[config.mk]
export PLATFORM = sky130hd
export DESIGN_NAME = lhc_hardwire_ctrl
export DESIGN_NICKNAME = d
export VERILOG_FILES = /design/src/verilog/lhc_pkg.sv /design/src/verilog/lhc_hardwire_ctrl.sv /design/src/verilog/lhc_sync.sv
export SDC_FILE = /design/constraint.sdc
export NUM_CORES = 1
export LEC_CHECK = 0
export ABC_CLOCK_PERIOD_IN_PS = 3700
export BUFFER_PORTS_ARGS = -buffer_cell sky130_fd_sc_hd__buf_2
export CORE_ASPECT_RATIO = 1.5
export CORE_MARGIN = 2
export CORE_UTILIZATION = 50
export DETAILED_ROUTE_END_ITERATION = 12
export GPL_ROUTABILITY_DRIVEN = 0
export HOLD_SLACK_MARGIN = 0.05
export PLACE_DENSITY = 0.92
export SLEW_MARGIN = 20
export SYNTH_ARGS = -nofsm -noshare
export SYNTH_HDL_FRONTEND = slang
export SYNTH_SLANG_ARGS = --single-unit
[constraint.sdc]
create_clock -name mclk -period 3.7 [get_ports mclk]
set_input_delay 0.74 -clock mclk [delete_from_list [all_inputs] [get_ports mclk]]
set_output_delay 0.74 -clock mclk [all_outputs]
set_load 0.1 [all_outputs]
[src/verilog/lhc_pkg.sv]
// shared constants for the hardwired remote-control input decoder
package lhc_pkg;

  // register byte offsets on the avalon slave
  localparam logic [3:0] LHC_OFS_CTRL   = 4'h0;  // control
  localparam logic [3:0] LHC_OFS_STATUS = 4'h4;  // decoded state
  localparam logic [3:0] LHC_OFS_INPUTS = 4'h8;  // synchronised pins

  // control register fields
  localparam int LHC_CTRL_PORT_EN   = 0;  // hardwire port enable
  localparam int LHC_CTRL_ALARM_CLR = 1;  // write one to clear alarm
  localparam int LHC_CTRL_ABORT_CLR = 2;  // write one to clear abnormal end

  // control reset value: port enabled
  localparam logic LHC_PORT_EN_RST = 1'b1;

  // status register fields
  localparam int LHC_ST_REQ_FB    = 0;   // request accepted
  localparam int LHC_ST_PROG_MODE = 1;   // programming mode
  localparam int LHC_ST_RUNNING   = 2;   // program running
  localparam int LHC_ST_ABNORMAL  = 3;   // abnormal termination
  localparam int LHC_ST_ALARM     = 4;   // latched alarm
  localparam int LHC_ST_EMISSION  = 5;   // plain emission enable
  localparam int LHC_ST_SRC_PROG  = 6;   // power from program
  localparam int LHC_ST_SRC_ANA   = 7;   // power from analog input
  localparam int LHC_ST_PC_EN     = 8;   // pc control enabled
  localparam int LHC_ST_GUIDE     = 9;   // guide beam on
  localparam int LHC_ST_ANA_EN    = 10;  // analog input enabled
  localparam int LHC_ST_CONFLICT  = 11;  // analog enable with program set
  localparam int LHC_ST_PNUM_LSB  = 16;  // running program number

  // inputs register fields
  localparam int LHC_IN_REQ   = 0;  // request level
  localparam int LHC_IN_RUN   = 1;  // run enable level
  localparam int LHC_IN_PC    = 2;  // internal control level
  localparam int LHC_IN_ARST  = 3;  // alarm reset level
  localparam int LHC_IN_GUIDE = 4;  // guide light level
  localparam int LHC_IN_ANA   = 5;  // analog enable level
  localparam int LHC_IN_PSEL  = 8;  // program select lsb

  // widths
  localparam int LHC_PSEL_W = 7;   // program select lines
  localparam int LHC_LVL_W  = 6;   // single level inputs
  localparam int LHC_DATA_W = 32;  // bus data width

  // reset values
  localparam logic [LHC_PSEL_W-1:0] LHC_PNUM_RST = 7'h00;
  localparam logic [LHC_DATA_W-1:0] LHC_WORD_RST = 32'h0000_0000;

endpackage

[src/verilog/lhc_hardwire_ctrl.sv]
// Contract
// - request input gates all other hardwired inputs
// - select all low: run input enables emission
// - any select high: enter programming mode
// - program starts on run input rising edge
// - select value chooses the stored program
// - nonzero program: power from running program
// - zero program plus analog enable: analog power
// - internal control input enables pc control
// - alarm reset rising edge clears alarm latch
// - guide input level drives guide beam indicator
// - analog enable input enables analog setpoint
// - select lines form binary, first is lsb
// - running output high while program executes
// - feedback output high once request received
// - alarm reset high clears abnormal termination
//
// Chosen here: the register addresses and the Avalon-MM slave port.
module lhc_hardwire_ctrl
  import lhc_pkg::*;
(
  input  wire logic                  mclk,                    // system clock, 250 mhz
  input  wire logic                  rst_n,                   // synchronous reset, active low
  // hardwired pins from the machine controller
  input  wire logic                  request_in,              // laser request
  input  wire logic                  run_enable_in,           // enable or program start
  input  wire logic                  internal_control_en_in,  // pc control enable
  input  wire logic                  alarm_reset_in,          // alarm reset
  input  wire logic                  guide_light_in,          // guide light on
  input  wire logic                  analog_control_en_in,    // analog setpoint enable
  input  wire logic [LHC_PSEL_W-1:0] program_select_in,       // program number, lsb first
  // events from the laser core and program engine
  input  wire logic                  alarm_event,             // fault raises the alarm
  input  wire logic                  program_done,            // program ended normally
  input  wire logic                  program_abort,           // program ended abnormally
  // hardwired status pins
  output logic                       request_feedback_out,    // request accepted
  output logic                       program_running_out,     // program executing
  output logic                       abnormal_termination_out,// abnormal program end
  // controls toward the laser core
  output logic                       emission_enable,         // plain emission enable
  output logic                       program_start,           // one-cycle start pulse
  output logic [LHC_PSEL_W-1:0]      program_number,          // program to execute
  output logic                       power_from_program,      // setpoint from program
  output logic                       power_from_analog,       // setpoint from analog
  output logic                       pc_control_en,           // pc path enabled
  output logic                       analog_input_en,         // analog input enabled
  output logic                       guide_beam_on,           // guide beam indicator
  output logic                       alarm_latched,           // latched alarm bit
  // avalon-mm slave
  input  wire logic [3:0]            avs_address,             // byte address
  input  wire logic                  avs_read,                // read request
  input  wire logic                  avs_write,               // write request
  input  wire logic [LHC_DATA_W-1:0] avs_writedata,           // write data
  input  wire logic [3:0]            avs_byteenable,          // byte lanes
  output logic      [LHC_DATA_W-1:0] avs_readdata,            // read data
  output logic                       avs_waitrequest          // stall, low to complete
);

  // one packed word holds all
  // flops; next_st is built
  // combinationally and loaded
  // on every edge
  // whole state of the decoder
  typedef struct packed {
    logic                  req_fb;      // accepted request
    logic                  running;     // program executing
    logic                  abnormal;    // abnormal end latch
    logic                  alarm;       // alarm latch
    logic                  emission;    // plain emission enable
    logic                  start;       // start pulse
    logic [LHC_PSEL_W-1:0] pnum;        // latched program number
    logic                  src_prog;    // program power source
    logic                  src_ana;     // analog power source
    logic                  pc_en;       // pc control
    logic                  ana_en;      // analog input enable
    logic                  guide;       // guide beam
    logic                  run_prev;    // run level last cycle
    logic                  arst_prev;   // alarm reset last cycle
    logic                  port_en;     // software port enable
    logic                  wait_r;      // waitrequest flop
    logic [LHC_DATA_W-1:0] rdata;       // read data flop
  } lhc_state_s;

  lhc_state_s st;       // registered state
  lhc_state_s next_st;  // next state

  // pins are asynchronous; only
  // second-stage copies are read
  // synchronised pins
  logic [LHC_LVL_W-1:0]  lvl_sync;   // single level pins
  logic [LHC_PSEL_W-1:0] psel_sync;  // program select pins

  // decode helpers
  // any program select line high means programming mode
  function automatic logic lhc_is_prog(input logic [LHC_PSEL_W-1:0] sel);
    return |sel;
  endfunction

  // rising edge between two samples
  function automatic logic lhc_rise(input logic now, input logic prev);
    return now & ~prev;
  endfunction

  // bundle order matches the
  // unpack: bit 0 is request
  // level pins ride through one synchroniser bundle
  lhc_sync #(
    .W (LHC_LVL_W)
  ) u_sync_lvl (
    .mclk  (mclk),
    .rst_n (rst_n),
    .din   ({analog_control_en_in, guide_light_in, alarm_reset_in,
             internal_control_en_in, run_enable_in, request_in}),
    .dout  (lvl_sync)
  );

  // program select lines in their own bundle
  lhc_sync #(
    .W (LHC_PSEL_W)
  ) u_sync_psel (
    .mclk  (mclk),
    .rst_n (rst_n),
    .din   (program_select_in),
    .dout  (psel_sync)
  );

  // pin levels after stage two
  // named views of the synchronised pins
  logic                  s_req;    // request
  logic                  s_run;    // run enable
  logic                  s_pc;     // internal control
  logic                  s_arst;   // alarm reset
  logic                  s_guide;  // guide light
  logic                  s_ana;    // analog enable

  // unpack the level bundle
  always_comb begin
    s_req   = lvl_sync[0];
    s_run   = lvl_sync[1];
    s_pc    = lvl_sync[2];
    s_arst  = lvl_sync[3];
    s_guide = lvl_sync[4];
    s_ana   = lvl_sync[5];
  end

  // a transfer ends at the edge
  // that sees waitrequest low;
  // writes act only there
  // bus request decode
  logic bus_req;   // read or write pending
  logic bus_done;  // completes at this edge
  logic wr_ctrl;   // write to control, low lane
  assign bus_req  = avs_read | avs_write;
  assign bus_done = bus_req & ~st.wait_r;
  assign wr_ctrl  = bus_done & avs_write & (avs_address == LHC_OFS_CTRL) & avs_byteenable[0];

  // next-state logic for the decoder and the bus slave
  always_comb begin
    logic                  gate;      // request accepted and port on
    logic                  pmode;     // programming mode
    logic                  run_rise;  // run enable rising edge
    logic                  arst_rise; // alarm reset rising edge
    logic                  alarm_clr; // any alarm clear
    logic                  abort_clr; // any abnormal clear
    logic [LHC_DATA_W-1:0] rd;        // read mux result
    gate      = 1'b0;
    pmode     = 1'b0;
    run_rise  = 1'b0;
    arst_rise = 1'b0;
    alarm_clr = 1'b0;
    abort_clr = 1'b0;
    rd        = LHC_WORD_RST;
    next_st   = st;

    // request gates the pin decodes below, not the edge history; software may shut the port
    gate  = s_req & st.port_en;
    // program number read as binary, first select line lowest
    pmode = gate & lhc_is_prog(psel_sync);

    // edges with request low
    // are lost
    // edges only count while the request is present
    run_rise  = gate & lhc_rise(s_run, st.run_prev);
    arst_rise = gate & lhc_rise(s_arst, st.arst_prev);

    // history runs while gated:
    // run held across request
    // rise is no edge
    // edge history follows the pins every cycle
    next_st.run_prev  = s_run;
    next_st.arst_prev = s_arst;

    // acceptance feedback toward the controller
    next_st.req_fb = gate;

    // plain emission enable only outside programming mode
    next_st.emission = gate & ~lhc_is_prog(psel_sync) & s_run;

    // one cycle, whatever pins do
    // start pulse defaults low
    next_st.start = 1'b0;

    // request drop never stops
    // a running program
    // program end from the engine clears the running flag
    if (program_done | program_abort) begin
      next_st.running = 1'b0;
    end
    // rising run edge in programming mode starts the program
    if (pmode & run_rise & ~st.running) begin
      next_st.running = 1'b1;
      next_st.start   = 1'b1;
      next_st.pnum    = psel_sync;
    end

    // analog enable with nonzero
    // number: status flags it,
    // program source kept
    // power source: program wins over analog when nonzero
    next_st.src_prog = pmode;
    next_st.src_ana  = gate & ~lhc_is_prog(psel_sync) & s_ana;

    // synced pins, gated by request
    // plain level controls
    next_st.pc_en  = gate & s_pc;
    next_st.guide  = gate & s_guide;
    next_st.ana_en = gate & s_ana;

    // hold time not timed here;
    // first synced edge clears
    // alarm latch: pin edge or software clears, new alarm wins
    alarm_clr = arst_rise | (wr_ctrl & avs_writedata[LHC_CTRL_ALARM_CLR]);
    if (alarm_clr) begin
      next_st.alarm = 1'b0;
    end
    if (alarm_event) begin
      next_st.alarm = 1'b1;
    end

    // this clear is a level
    // abnormal end: cleared while reset pin high, new abort wins
    abort_clr = (gate & s_arst) | (wr_ctrl & avs_writedata[LHC_CTRL_ABORT_CLR]);
    if (abort_clr) begin
      next_st.abnormal = 1'b0;
    end
    if (program_abort) begin
      next_st.abnormal = 1'b1;
    end

    // port disable acts like
    // request low
    // control register write
    if (wr_ctrl) begin
      next_st.port_en = avs_writedata[LHC_CTRL_PORT_EN];
    end

    // read data taken at the
    // edge dropping waitrequest
    // read mux; unmapped offsets read zero
    unique case (avs_address)
      LHC_OFS_CTRL: begin
        rd[LHC_CTRL_PORT_EN] = st.port_en;
      end
      LHC_OFS_STATUS: begin
        rd[LHC_ST_REQ_FB]    = st.req_fb;
        rd[LHC_ST_PROG_MODE] = st.src_prog;
        rd[LHC_ST_RUNNING]   = st.running;
        rd[LHC_ST_ABNORMAL]  = st.abnormal;
        rd[LHC_ST_ALARM]     = st.alarm;
        rd[LHC_ST_EMISSION]  = st.emission;
        rd[LHC_ST_SRC_PROG]  = st.src_prog;
        rd[LHC_ST_SRC_ANA]   = st.src_ana;
        rd[LHC_ST_PC_EN]     = st.pc_en;
        rd[LHC_ST_GUIDE]     = st.guide;
        rd[LHC_ST_ANA_EN]    = st.ana_en;
        rd[LHC_ST_CONFLICT]  = st.src_prog & st.ana_en;
        rd[LHC_ST_PNUM_LSB +: LHC_PSEL_W] = st.pnum;
      end
      LHC_OFS_INPUTS: begin
        rd[LHC_IN_REQ]   = s_req;
        rd[LHC_IN_RUN]   = s_run;
        rd[LHC_IN_PC]    = s_pc;
        rd[LHC_IN_ARST]  = s_arst;
        rd[LHC_IN_GUIDE] = s_guide;
        rd[LHC_IN_ANA]   = s_ana;
        rd[LHC_IN_PSEL +: LHC_PSEL_W] = psel_sync;
      end
      default: begin
        rd = LHC_WORD_RST;
      end
    endcase

    // two cycles per transfer;
    // next may follow at once
    // waitrequest: drop for one cycle, then rise again on completion
    if (bus_done) begin
      next_st.wait_r = 1'b1;
      next_st.rdata  = LHC_WORD_RST;
    end else if (bus_req) begin
      next_st.wait_r = 1'b0;
      next_st.rdata  = avs_read ? rd : LHC_WORD_RST;
    end else begin
      next_st.wait_r = 1'b1;
      next_st.rdata  = LHC_WORD_RST;
    end
  end

  // reset: port on, bus idle
  // with waitrequest high
  // single state register with synchronous reset
  always_ff @(posedge mclk) begin
    if (!rst_n) begin
      st         <= '0;
      st.port_en <= LHC_PORT_EN_RST;
      st.pnum    <= LHC_PNUM_RST;
      st.wait_r  <= 1'b1;
      st.rdata   <= LHC_WORD_RST;
    end else begin
      st <= next_st;
    end
  end

  // no logic between flops
  // and pins
  // outputs straight from the state flops
  assign request_feedback_out     = st.req_fb;
  assign program_running_out      = st.running;
  assign abnormal_termination_out = st.abnormal;
  assign emission_enable          = st.emission;
  assign program_start            = st.start;
  assign program_number           = st.pnum;
  assign power_from_program       = st.src_prog;
  assign power_from_analog        = st.src_ana;
  assign pc_control_en            = st.pc_en;
  assign analog_input_en          = st.ana_en;
  assign guide_beam_on            = st.guide;
  assign alarm_latched            = st.alarm;
  assign avs_readdata             = st.rdata;
  assign avs_waitrequest          = st.wait_r;

endmodule

[src/verilog/lhc_sync.sv]
// two-flop synchroniser for a bundle of pins
module lhc_sync #(
  parameter int W = 1  // bundle width
) (
  input  wire logic         mclk,   // system clock
  input  wire logic         rst_n,  // synchronous reset, active low
  input  wire logic [W-1:0] din,    // asynchronous pins
  output logic      [W-1:0] dout    // synchronised copy
);

  // both stages in one state word
  typedef struct packed {
    logic [W-1:0] meta;  // first stage, read only by stage two
    logic [W-1:0] safe;  // second stage
  } lhc_sync_s;

  lhc_sync_s st;       // registered state
  lhc_sync_s next_st;  // next state

  // shift pins through the two stages
  always_comb begin
    next_st      = st;
    next_st.meta = din;
    next_st.safe = st.meta;
  end

  // register the stages
  always_ff @(posedge mclk) begin
    if (!rst_n) begin
      st <= '0;
    end else begin
      st <= next_st;
    end
  end

  assign dout = st.safe;  // only the second stage leaves

endmodule

**Word-level counts from Yosys, hierarchy flattened**

Index checks and enable logic that the tools add are counted.
Widths: inputs -> output; s select.

- Equal/unequal tests: 2
- Muxes and demuxes: 15
- Bitwise gates (word level): 36
- Reductions and logical operators: 10

Operator list:

| kind | count |
|---|---|
| $mux 33 | 1 |
| $mux 23 | 1 |
| $and 1x1->1 | 22 |
| $not 1->1 | 10 |
| $pmux 5 s2 | 1 |
| $reduce_or 5->1 | 2 |
| $mux 8 | 1 |
| $pmux 4 s2 | 1 |
| $mux 7 | 1 |
| $reduce_or 7->1 | 1 |
| $mux 1 | 6 |
| $reduce_bool 2->1 | 3 |
| $eq 4x3->1 const B | 1 |
| $eq 4x4->1 const B | 1 |
| $logic_not 4->1 | 1 |
| $or 1x1->1 | 4 |
| $reduce_or 4->1 | 1 |
| $mux 3 | 1 |
| $pmux 1 s3 | 1 |
| $reduce_or 3->1 | 1 |
| $mux 2 | 1 |
| $reduce_or 2->1 | 1 |

- Bits in registers: 80

**Logic depth before layout (Yosys ltp)**

Gate-level depths: netlist of the first run.

- Word-level depth: 9
- Gate-level depth with buffers: 4

**Cells and area by module**

Synthesis of the first run repeated with hierarchy kept, for this count alone.

- Cells, all modules: 224
- Area, all modules: 2499.9 um^2

By module, submodules not included:

| module | instances | cells each | area each (um^2) | seq. area each (um^2) |
|---|---|---|---|---|
| lhc_hardwire_ctrl | 1 | 170 | 1771.7 | 880.8 |
| lhc_sync (u_sync_psel) | 1 | 29 | 391.6 | 280.3 |
| lhc_sync (u_sync_lvl) | 1 | 25 | 336.6 | 240.2 |

**Worst setup path after synthesis of the first run**

Ideal clock, no wire load.

- Path kind: register -> register
- From: register st (netlist bit program_running_out)
- To: register st (netlist bit program_number[0])
- Setup time: 0.072 ns
- Data arrival time: 1.770 ns
- Setup slack: 1.858 ns
- Stages on the path, launching flop included: 4
- Path buffers: 0
- Path through: dfxtp_1 -> or3b_4 -> a211oi_4 -> mux2i_1

- Cells in the longest elaborated chain, start to end: 2

Ends and longest elaborated chain:

| what | line | RTL |
|---|---|---|
| start, declared | lhc_hardwire_ctrl.sv:85 | `lhc_state_s st;` |
| start signal, assigned | lhc_hardwire_ctrl.sv:320 | `st <= next_st;` |
| $not 1->1 | lhc_hardwire_ctrl.sv:211 | `if (pmode & run_rise & ~st.running) begin` |
| $and 1x1->1 | lhc_hardwire_ctrl.sv:211 |  |

Every way passes these cells.
A chain may end at the register's enable or synchronous reset.

**Worst setup path in the final report of the first run**

- From: register st (netlist bit avs_waitrequest)
- To: output avs_waitrequest

RTL lines:

| what | line | RTL |
|---|---|---|
| end, declared | lhc_hardwire_ctrl.sv:57 | `output logic avs_waitrequest` |

No word-level cell between the ends.

==> flow_summary.toml, run 1 <==
[setup_path]
worstPathCellList = "buf_2"
slowest_stage = "buf_2"
cp_num_cells = 1
crit_path_start = "avs_waitrequest"
reg2reg_to = "program_number[5]"
worstSetupEndpointType = "output port"
cp-endpoint = "avs_waitrequest"
worstPathArrival_ns = 1.20
regToRegSetupSlack_ns = 2.15
r2r-start = "u_sync_lvl.dout[1]"
crit_buf_inv = 1
path_delay_family = "buffers and inverters"
worst-setup-path-type = "flip-flop to output port"
reg2regPathDepth = 3
slowest_delay_ns = 0.46
startpoint_type = "flip-flop"
path_max_fanout = 5
cp.required_ns = 2.96

[power_and_ir_drop]
power.density_nw_per_um2 = 508
ir_drop_uv = 237
switching_power_mw = 0.355
p_total_mw = 1.43
p_leak_nw = 1.33
pwr-share-comb_pct = 9.3
p_seq_share_pct = 54.6
pwr-share-clk_pct = 36.1
p_int_mw = 1.08
netSwitchingFraction_pct = 24.8

[logic_synthesis]
synth_area_leaders = "dfxtp_1, buf_4, and2_1"
yosysMostFrequentCell = "dfxtp_1"
synth_common_cells = "dfxtp_1, buf_4, and2_1, and3_1, nand2_1"
async_reset_ff_share_pct = 0
seq_area_frac_synth_pct = 55.5
ys_ff_latch = 70
synth_cell_types = 33
synth-edff-count = 0
ys_warn_count = 0
syn_area_um2 = 2520
synth_area_per_cell_um2 = 10.6
yosysTopAreaCellShare_pct = 55.5
syn_inst = 238
yosysTopAreaCell = "dfxtp_1"
synth-main-ff-cell = "dfxtp_1"

[final_layout]
area_growth_pct = 11.7
utilization_pct = 58.2
antenna_cells = 0
final_cell_count_no_fill = 348
finish.net_count = 338
layout-drive-gt1-share_pct = 30.9

[cts]
clockRootBuffer = "clkbuf_8"
numCtsBuffers = 9
post_cts_buffers = 0
cts_resized = 0
cts_buffer_depth = 2
cts_tree = "yes"
cts.clk_slew.worst_paths_ns = 0.07
clock-sinks = 70
clk_latency_ns = 0.32
hold_buffers = 0
htree_num_levels = 3

[global_routing]
grt_max_degree = 50
antenna_found_initial = 0
grt_pass1_wl_um = 6930
overflow = 0
grt_pass1_vias = 1534
track_usage_pct = 16.5

[timing]
tightestPinTransition_ns = 0.983
finalCritPeriodShare_pct = 52.5
rsz0062_at_grt = "false"
finalClockSkew_ns = 0.00506
hold_violations = 0
final.setup.tns_ns = 0
slew_headroom_pct = 34.3
fmax_mhz = 514
setup_viol_count_final = 0
drv_slew = 0
finalCriticalPeriod_ns = 1.94

[route]
wl_met1_um = 1740
dr_wl_met3_um = 224
wl_per_cell_um = 12.4
drtIter0Drc = 59
ant_nets = 0
vias_per_cell = 4.67
wirelength_um = 4310
highest_layer = "met4"
drt_pass1_iterations = 4
route.detailed.drc = 0
dr_total_vias = 1626
wl_met2_um = 2260

[place]
numPlacedInstances = 333
portBuffers = 68
hpwl_um = 3070

[floorplanning]
core_area_um2 = 4850
die_w_um = 62.0
dieArea_um2 = 5650
io-pin-count = 111
rows = 31
die_y_um = 91.0
start_util_pct = 52.1

[flow_run]
drv_cap = 0

[hold_path]
hold_depth = 1
hp-class = "flip-flop to flip-flop"

[outcome]
status = "finished clean"
cells in the final DEF (no fill, tap or decap), types with 2 or more instances in the layout:
cell type and instances:
buf_2 68, inv_1 3, nor3b_1 2, o311a_1 2
nor2_1 10, nor4b_1 2, nand2_1 16, and2_1 31
dfxtp_1 70, nand3_1 3, clkbuf_8 11, mux2i_1 8
a22oi_1 8, a21o_1 2, conb_1 10, clkbuf_1 3
and3_1 16
power by group through the flow:
stage | Clock (mW) | Sequential (mW) | Combinational, mW
2_1_floorplan | 0 | 0.819 | 0.0919
3_3_place_gp | 0 | 0.797 | 0.131
3_5_place_dp | 0 | 0.798 | 0.133
4_1_cts | 0.530 | 0.781 | 0.134
5_1_grt | 0.574 | 0.783 | 0.141
6_report | 0.517 | 0.781 | 0.133
flip-flops by register name, summed over array words and instances (netlist names), 3 cells and up:
| register | cells |
|---|---|
| u_sync_psel.next_st | 7 |
| st | 3 |
| avs_readdata | 22 |
| program_number | 7 |
| u_sync_lvl.next_st | 6 |
| u_sync_psel.dout | 7 |
| u_sync_lvl.dout | 6 |
cells by family (layout without fill, tap and decap cells):
group                  count (synthesis)  after routing  synth area share, %
flip-flops                            70             70                 55.5
AND/OR/NAND/NOR                       90             90                 21.6
buffers and inverters                 51             86                 13.5
other                                  1             10                0.149
multiplexers                           8              8                 3.17
AO/OA/AOI/OAI                         18             18                 6.10
how the worst min path moves through the flow:
stage | start | endpoint
after detailed placement | u_sync_lvl.next_st[1] | u_sync_lvl.dout[1]
after CTS | u_sync_lvl.next_st[0] | u_sync_lvl.dout[0]
final | u_sync_lvl.next_st[0] | u_sync_lvl.dout[0]
after floorplan | u_sync_lvl.next_st[0] | u_sync_lvl.dout[0]
after global routing | u_sync_lvl.next_st[3] | u_sync_lvl.dout[3]
after global placement | u_sync_lvl.next_st[3] | u_sync_lvl.dout[3]
layout make-up:
cell class	count	area, um^2
Multi-Input combinational cell	126	817
Timing Repair Buffer	68	340
Sequential cell	70	1400
Inverter	3	11.3
Fill cell	428	2030
Tap cell	66	82.6
Clock buffer	14	163
Clock inverter	1	5.00
per-stage QoR:
step           area (um^2)  worst slack (ns)  hold WS (ns)
6_report              2820              1.76         0.429
5_1_grt               2820              1.69         0.455
3_5_place_dp          2650              1.52         0.418
2_1_floorplan         2560              1.86         0.412
3_3_place_gp          2650              1.62         0.416
4_1_cts               2820              1.76         0.433
routing by layer:
metal | global-route usage [%] | vias to the layer above
met4 | 9.57 | 0
met3 | 4.70 | 8
li1 | - | 825
met5 | 0 | -
met2 | 26.4 | 65
met1 | 18.5 | 728
(Power assumes the default switching activity.)
==> inputs of run 2 (changes only) <==
ABC_CLOCK_PERIOD_IN_PS = 1860   (was 3700)
CORE_UTILIZATION = 46   (was 50)
PLACE_DENSITY = 0.86   (was 0.92)
clock period = 1.86 ns   (was 3.7 ns; I/O delays follow)
==> run 2 against run 1 <==
Effect of this change:
- clock skew is 0.0037 ns higher
- global-route usage is 2.2 points lower
- critical endpoint is now program_running_out
- setup slack worse by 1.5 ns
- critical path type unchanged
- critical path depth stayed put
- combinational power is 100% higher
- largest power group unchanged
- worst hold slack worse by 0.19 ns
- final cell count is 2.3% higher
- clock power grew to 2.5 times the previous value
- first-iteration DRC count is 10% higher
==> flow_summary.toml, run 2 (synthesized netlist as in run 1, its figures left out) <==
[power_and_ir_drop]
power.density_nw_per_um2 = 1080
p_int_mw = 2.38
ir_drop_uv = 555
pwr-share-comb_pct = 8.6
p_leak_nw = 1.36
p_seq_share_pct = 49.8
switching_power_mw = 0.734
netSwitchingFraction_pct = 23.5
pwr-share-clk_pct = 41.6

[route]
wl_met1_um = 1610
route.detailed.drc = 0
drtIter0Drc = 65
wirelength_um = 4080
highest_layer = "met4"
wl_per_cell_um = 11.5
ant_nets = 0
dr_total_vias = 1663
wl_met2_um = 2050
vias_per_cell = 4.67
dr_wl_met3_um = 286
drt_pass1_iterations = 4

[cts]
cts_tree = "yes"
clockRootBuffer = "clkbuf_8"
cts_buffer_depth = 2
clock-sinks = 70
hold_buffers = 0
numCtsBuffers = 9
cts.clk_slew.worst_paths_ns = 0.06
cts_resized = 0
post_cts_buffers = 0
clk_latency_ns = 0.34
htree_num_levels = 3

[final_layout]
final_common_cell = "dfxtp_1"
area_growth_pct = 14.7
finish.net_count = 341
antenna_cells = 0
regArea_um2 = 1400
nFillCells = 489
layout-drive-gt1-share_pct = 32.2
largest_reg_flops = 22
mostFrequentLayoutCells = "dfxtp_1, buf_2, and2_1"
multi_input_area_um2 = 817

[setup_path]
worst-setup-path-type = "flip-flop to output port"
slowest_stage = "buf_2"
cp.required_ns = 1.49
startpoint_type = "flip-flop"
path_delay_family = "buffers and inverters"
path_max_fanout = 5
slowest_delay_ns = 0.46
crit_path_start = "program_running_out"
worstSetupEndpointType = "output port"
r2r-start = "u_sync_lvl.dout[1]"
worstPathCellList = "buf_2"
crit_buf_inv = 1
worstPathArrival_ns = 1.21

[place]
portBuffers = 68
hpwl_um = 3040

[timing]
drv_slew = 0
finalCritPeriodShare_pct = 85.0
whs_ns = 0.236
hold_violations = 0
rsz0062_at_grt = "false"
fmax_mhz = 632
slew_headroom_pct = 64.5
final.setup.tns_ns = 0
finalCriticalPeriod_ns = 1.58
finalClockSkew_ns = 0.00877
tightestPinTransition_ns = 0.531
setup_viol_count_final = 0

[flow_run]
drv_cap = 0

[floorplanning]
core_area_um2 = 5370
rows = 33
die_y_um = 94.7
start_util_pct = 47.0
die_w_um = 64.5
io-pin-count = 111
dieArea_um2 = 6110

[hold_path]
hp-class = "primary input to flip-flop"
holdCritStartpoint = "program_select_in[4]"

[global_routing]
track_usage_pct = 14.3
grt_max_degree = 30
grt_pass1_vias = 1483
grt_pass1_wl_um = 6550
overflow = 0
antenna_found_initial = 0

[outcome]
status = "finished clean"
==> run 2: changes by cell type in the layout (fill, tap and decap cells not counted) <==
cell,delta
bufinv_16,+2
buf_4,+3
clkbuf_8,-1
clkbuf_1,-1
clkinv_2,+1
==> run 2: worst paths after layout <==
| path | to | slack (ns) | cells past startpoint |
|---|---|---|---|
| hold reg to reg | u_sync_lvl.dout[1] | 0.43 | 1 |
| hold / removal | u_sync_psel.next_st[4] | 0.24 | 2 |
| setup / recovery | program_running_out | 0.28 | 1 |
| setup reg to reg | program_number[1] | 0.32 | 3 |
==> run 2: power by group through the flow <==
| stage | logic, mW | registers [mW] | clock network [mW] |
|---|---|---|---|
| after global placement | 0.265 | 1.59 | 0 |
| after floorplan | 0.183 | 1.63 | 0 |
| final | 0.268 | 1.55 | 1.30 |
| after CTS | 0.269 | 1.55 | 1.32 |
| after detailed placement | 0.269 | 1.59 | 0 |
| after global routing | 0.284 | 1.56 | 1.39 |
==> run 2: area by class of cell <==
| type | count | area share [%] |
|---|---|---|
| flip-flops and latches | 70 | 48.4 |
| clock buffers | 12 | 5.01 |
| inverters | 3 | 0.389 |
| multi-input cells | 126 | 28.2 |
| clock inverters | 4 | 2.42 |
| well taps | 70 | 3.03 |
| repair buffers | 71 | 12.5 |
==> run 2: through the flow <==
stage / cells / power (mW) / util [%] / worst slack (ns) / area, um^2
2_1_floorplan: 247 / 1.81 / - / 0.0179 / 2560
4_1_cts: 356 / 3.14 / 53.9 / 0.260 / 2900
6_report: 356 / 3.12 / 53.9 / 0.279 / 2900
5_1_grt: 356 / 3.23 / 53.9 / 0.229 / 2900
3_5_place_dp: 340 / 1.86 / 49.9 / 0.332 / 2680
3_3_place_gp: 340 / 1.85 / 49.9 / 0.384 / 2680
==> run 2: layer usage <==
| metal | vias to the layer above | GRT usage (%) |
|---|---|---|
| met4 | 0 | 10.6 |
| met3 | 14 | 4.17 |
| met1 | 764 | 15.2 |
| met2 | 54 | 23.8 |
| li1 | 831 | - |
| met5 | - | 0 |
==> inputs of run 3 (changes only) <==
PLACE_DENSITY = 0.89   (was 0.86)
==> run 3 against run 2 <==
Effect of this change:
- critical path depth grew 1
- die area is the same
- clock skew grew 0.00095 ns
- count of clock-buffer cells in the layout is the same
- via count shrank 0.48%
- sequential share of layout area grew 0.55 points
- utilization shrank 0.61 points
- wire length grew 3.1%
- non-clock buffer count grew 2
==> flow_summary.toml, run 3 (synthesized netlist as in run 1, its figures left out) <==
[global_routing]
overflow = 0
antenna_found_initial = 0
grt_pass1_vias = 1498
grt_pass1_wl_um = 6630
grtUsageMet3_pct = 3.69
track_usage_pct = 14.4
busiest_layer = "met2"
grt_max_degree = 23
met1_usage_pct = 14.3
use_met2_pct = 26.2

[timing]
final.setup.tns_ns = 0
drv_slew = 0
hold_violations = 0
setup_viol_count_final = 0
finalCritPeriodShare_pct = 84.0
finalClockSkew_ns = 0.00972
layout_setup_ws_ns = 0.297
fmax_mhz = 640
rsz0062_at_grt = "false"
finalCriticalPeriod_ns = 1.56

[floorplanning]
core_area_um2 = 5370
dieArea_um2 = 6110
die_y_um = 94.7
start_util_pct = 47.0
io-pin-count = 111
rows = 33
die_w_um = 64.5

[setup_path]
startpoint_type = "flip-flop"
path_delay_family = "buffers and inverters"
worstPathArrival_ns = 1.19
crit_path_start = "program_running_out"
slowest_delay_ns = 0.42
regToRegSetupSlack_ns = 0.33
reg2reg_to = "program_number[1]"
cp.required_ns = 1.49
crit_buf_inv = 2
worstPathCellList = "buf_4 -> buf_2"
reg2regPathDepth = 3
path_max_fanout = 4
cp-endpoint = "program_running_out"
cp_num_cells = 2
worst-setup-path-type = "flip-flop to output port"
worstSetupEndpointType = "output port"
r2r-start = "u_sync_lvl.dout[1]"
slowest_stage = "buf_2"

[route]
wl_per_cell_um = 11.8
vias_per_cell = 4.62
wirelength_um = 4210
dr_total_vias = 1655
route.detailed.drc = 0
drtIter0Drc = 121
ant_nets = 0
drt_pass1_iterations = 4

[flow_run]
drv_cap = 0

[final_layout]
finish.net_count = 343
area_growth_pct = 13.4
antenna_cells = 0
layout-drive-gt1-share_pct = 32.6
final_common_cell = "dfxtp_1"
mostFrequentLayoutCells = "dfxtp_1, buf_2, and2_1"
largest_reg_flops = 22
nFillCells = 508

[power_and_ir_drop]
pwr-share-clk_pct = 35.5
pwr-share-comb_pct = 9.5
p_int_mw = 2.11
switching_power_mw = 0.720
p_leak_nw = 1.35
netSwitchingFraction_pct = 25.4
p_seq_share_pct = 54.9
ir_drop_uv = 506
power.density_nw_per_um2 = 989

[outcome]
status = "finished clean"

[cts]
cts_tree = "yes"
clock-sinks = 70
cts_buffer_depth = 2
numCtsBuffers = 9
htree_num_levels = 3
clk_latency_ns = 0.32
cts.clk_slew.worst_paths_ns = 0.07
clockRootBuffer = "clkbuf_8"
hold_buffers = 0
post_cts_buffers = 0
cts_resized = 0

[hold_path]
hp-class = "primary input to flip-flop"

[place]
portBuffers = 68
post-place-ws_ns = 0.335
hpwl_um = 3270
==> run 3: cell count changes in the layout (fill, tap and decap cells not counted), sizes merged <==
| cell | previous run | this run |
|---|---|---|
| clkinv | 2 | 3 |
| bufinv | 2 | 0 |
| buf | 71 | 73 |
| clkinvlp | 0 | 1 |
==> run 3: worst min-delay path by stage <==
stage	from	depth (start not counted)	end	slack [ns]
2_1_floorplan	u_sync_lvl.next_st[0]	1	u_sync_lvl.dout[0]	0.41
3_3_place_gp	u_sync_lvl.next_st[3]	1	u_sync_lvl.dout[3]	0.42
3_5_place_dp	u_sync_lvl.next_st[0]	1	u_sync_lvl.dout[0]	0.42
4_1_cts	alarm_reset_in	2	u_sync_lvl.next_st[3]	0.24
5_1_grt	request_in	2	u_sync_lvl.next_st[0]	0.24
6_report	alarm_reset_in	2	u_sync_lvl.next_st[3]	0.25
==> run 3: final cells by class <==
type	instances	area (um^2)	share of cell area, %
clock buffers	12	145	5.07
multi-input cells	126	817	28.5
well taps	70	87.6	3.06
repair buffers	73	378	13.2
flip-flops and latches	70	1400	49.0
inverters	3	11.3	0.393
clock inverters	4	22.5	0.787
==> run 3: power groups by stage <==
stage                     Clock (mW)  Sequential (mW)  Combinational (mW)
final                           1.01             1.55               0.270
after global routing            1.12             1.56               0.287
after CTS                       1.04             1.55               0.271
after detailed placement           0             1.59               0.271
after global placement             0             1.59               0.267
after floorplan                    0             1.63               0.183
==> run 3: metal layers <==
metal	routed length, um	vias up
met3	239	8
met5	0	-
met2	2340	58
met4	94	0
li1	-	831
met1	1530	758
==> run 3: worst reg2reg max path: stages, from the launching register on <==
cell and delay, ns:
dfxtp_1 0.37, or3b_4 0.41, a211oi_4 0.42, mux2i_1 0.26
==> run 3: through the flow <==
stage               util, %  area [um^2]  hold slack [ns]  power [mW]  cells
finish                 53.3         2860            0.251        2.83    358
global route           53.3         2860            0.240        2.96    358
detailed placement     50.2         2700            0.417        1.86    342
floorplan                 -         2560            0.412        1.81    247
CTS                    53.3         2860            0.237        2.86    358
global placement       50.2         2700            0.416        1.85    342
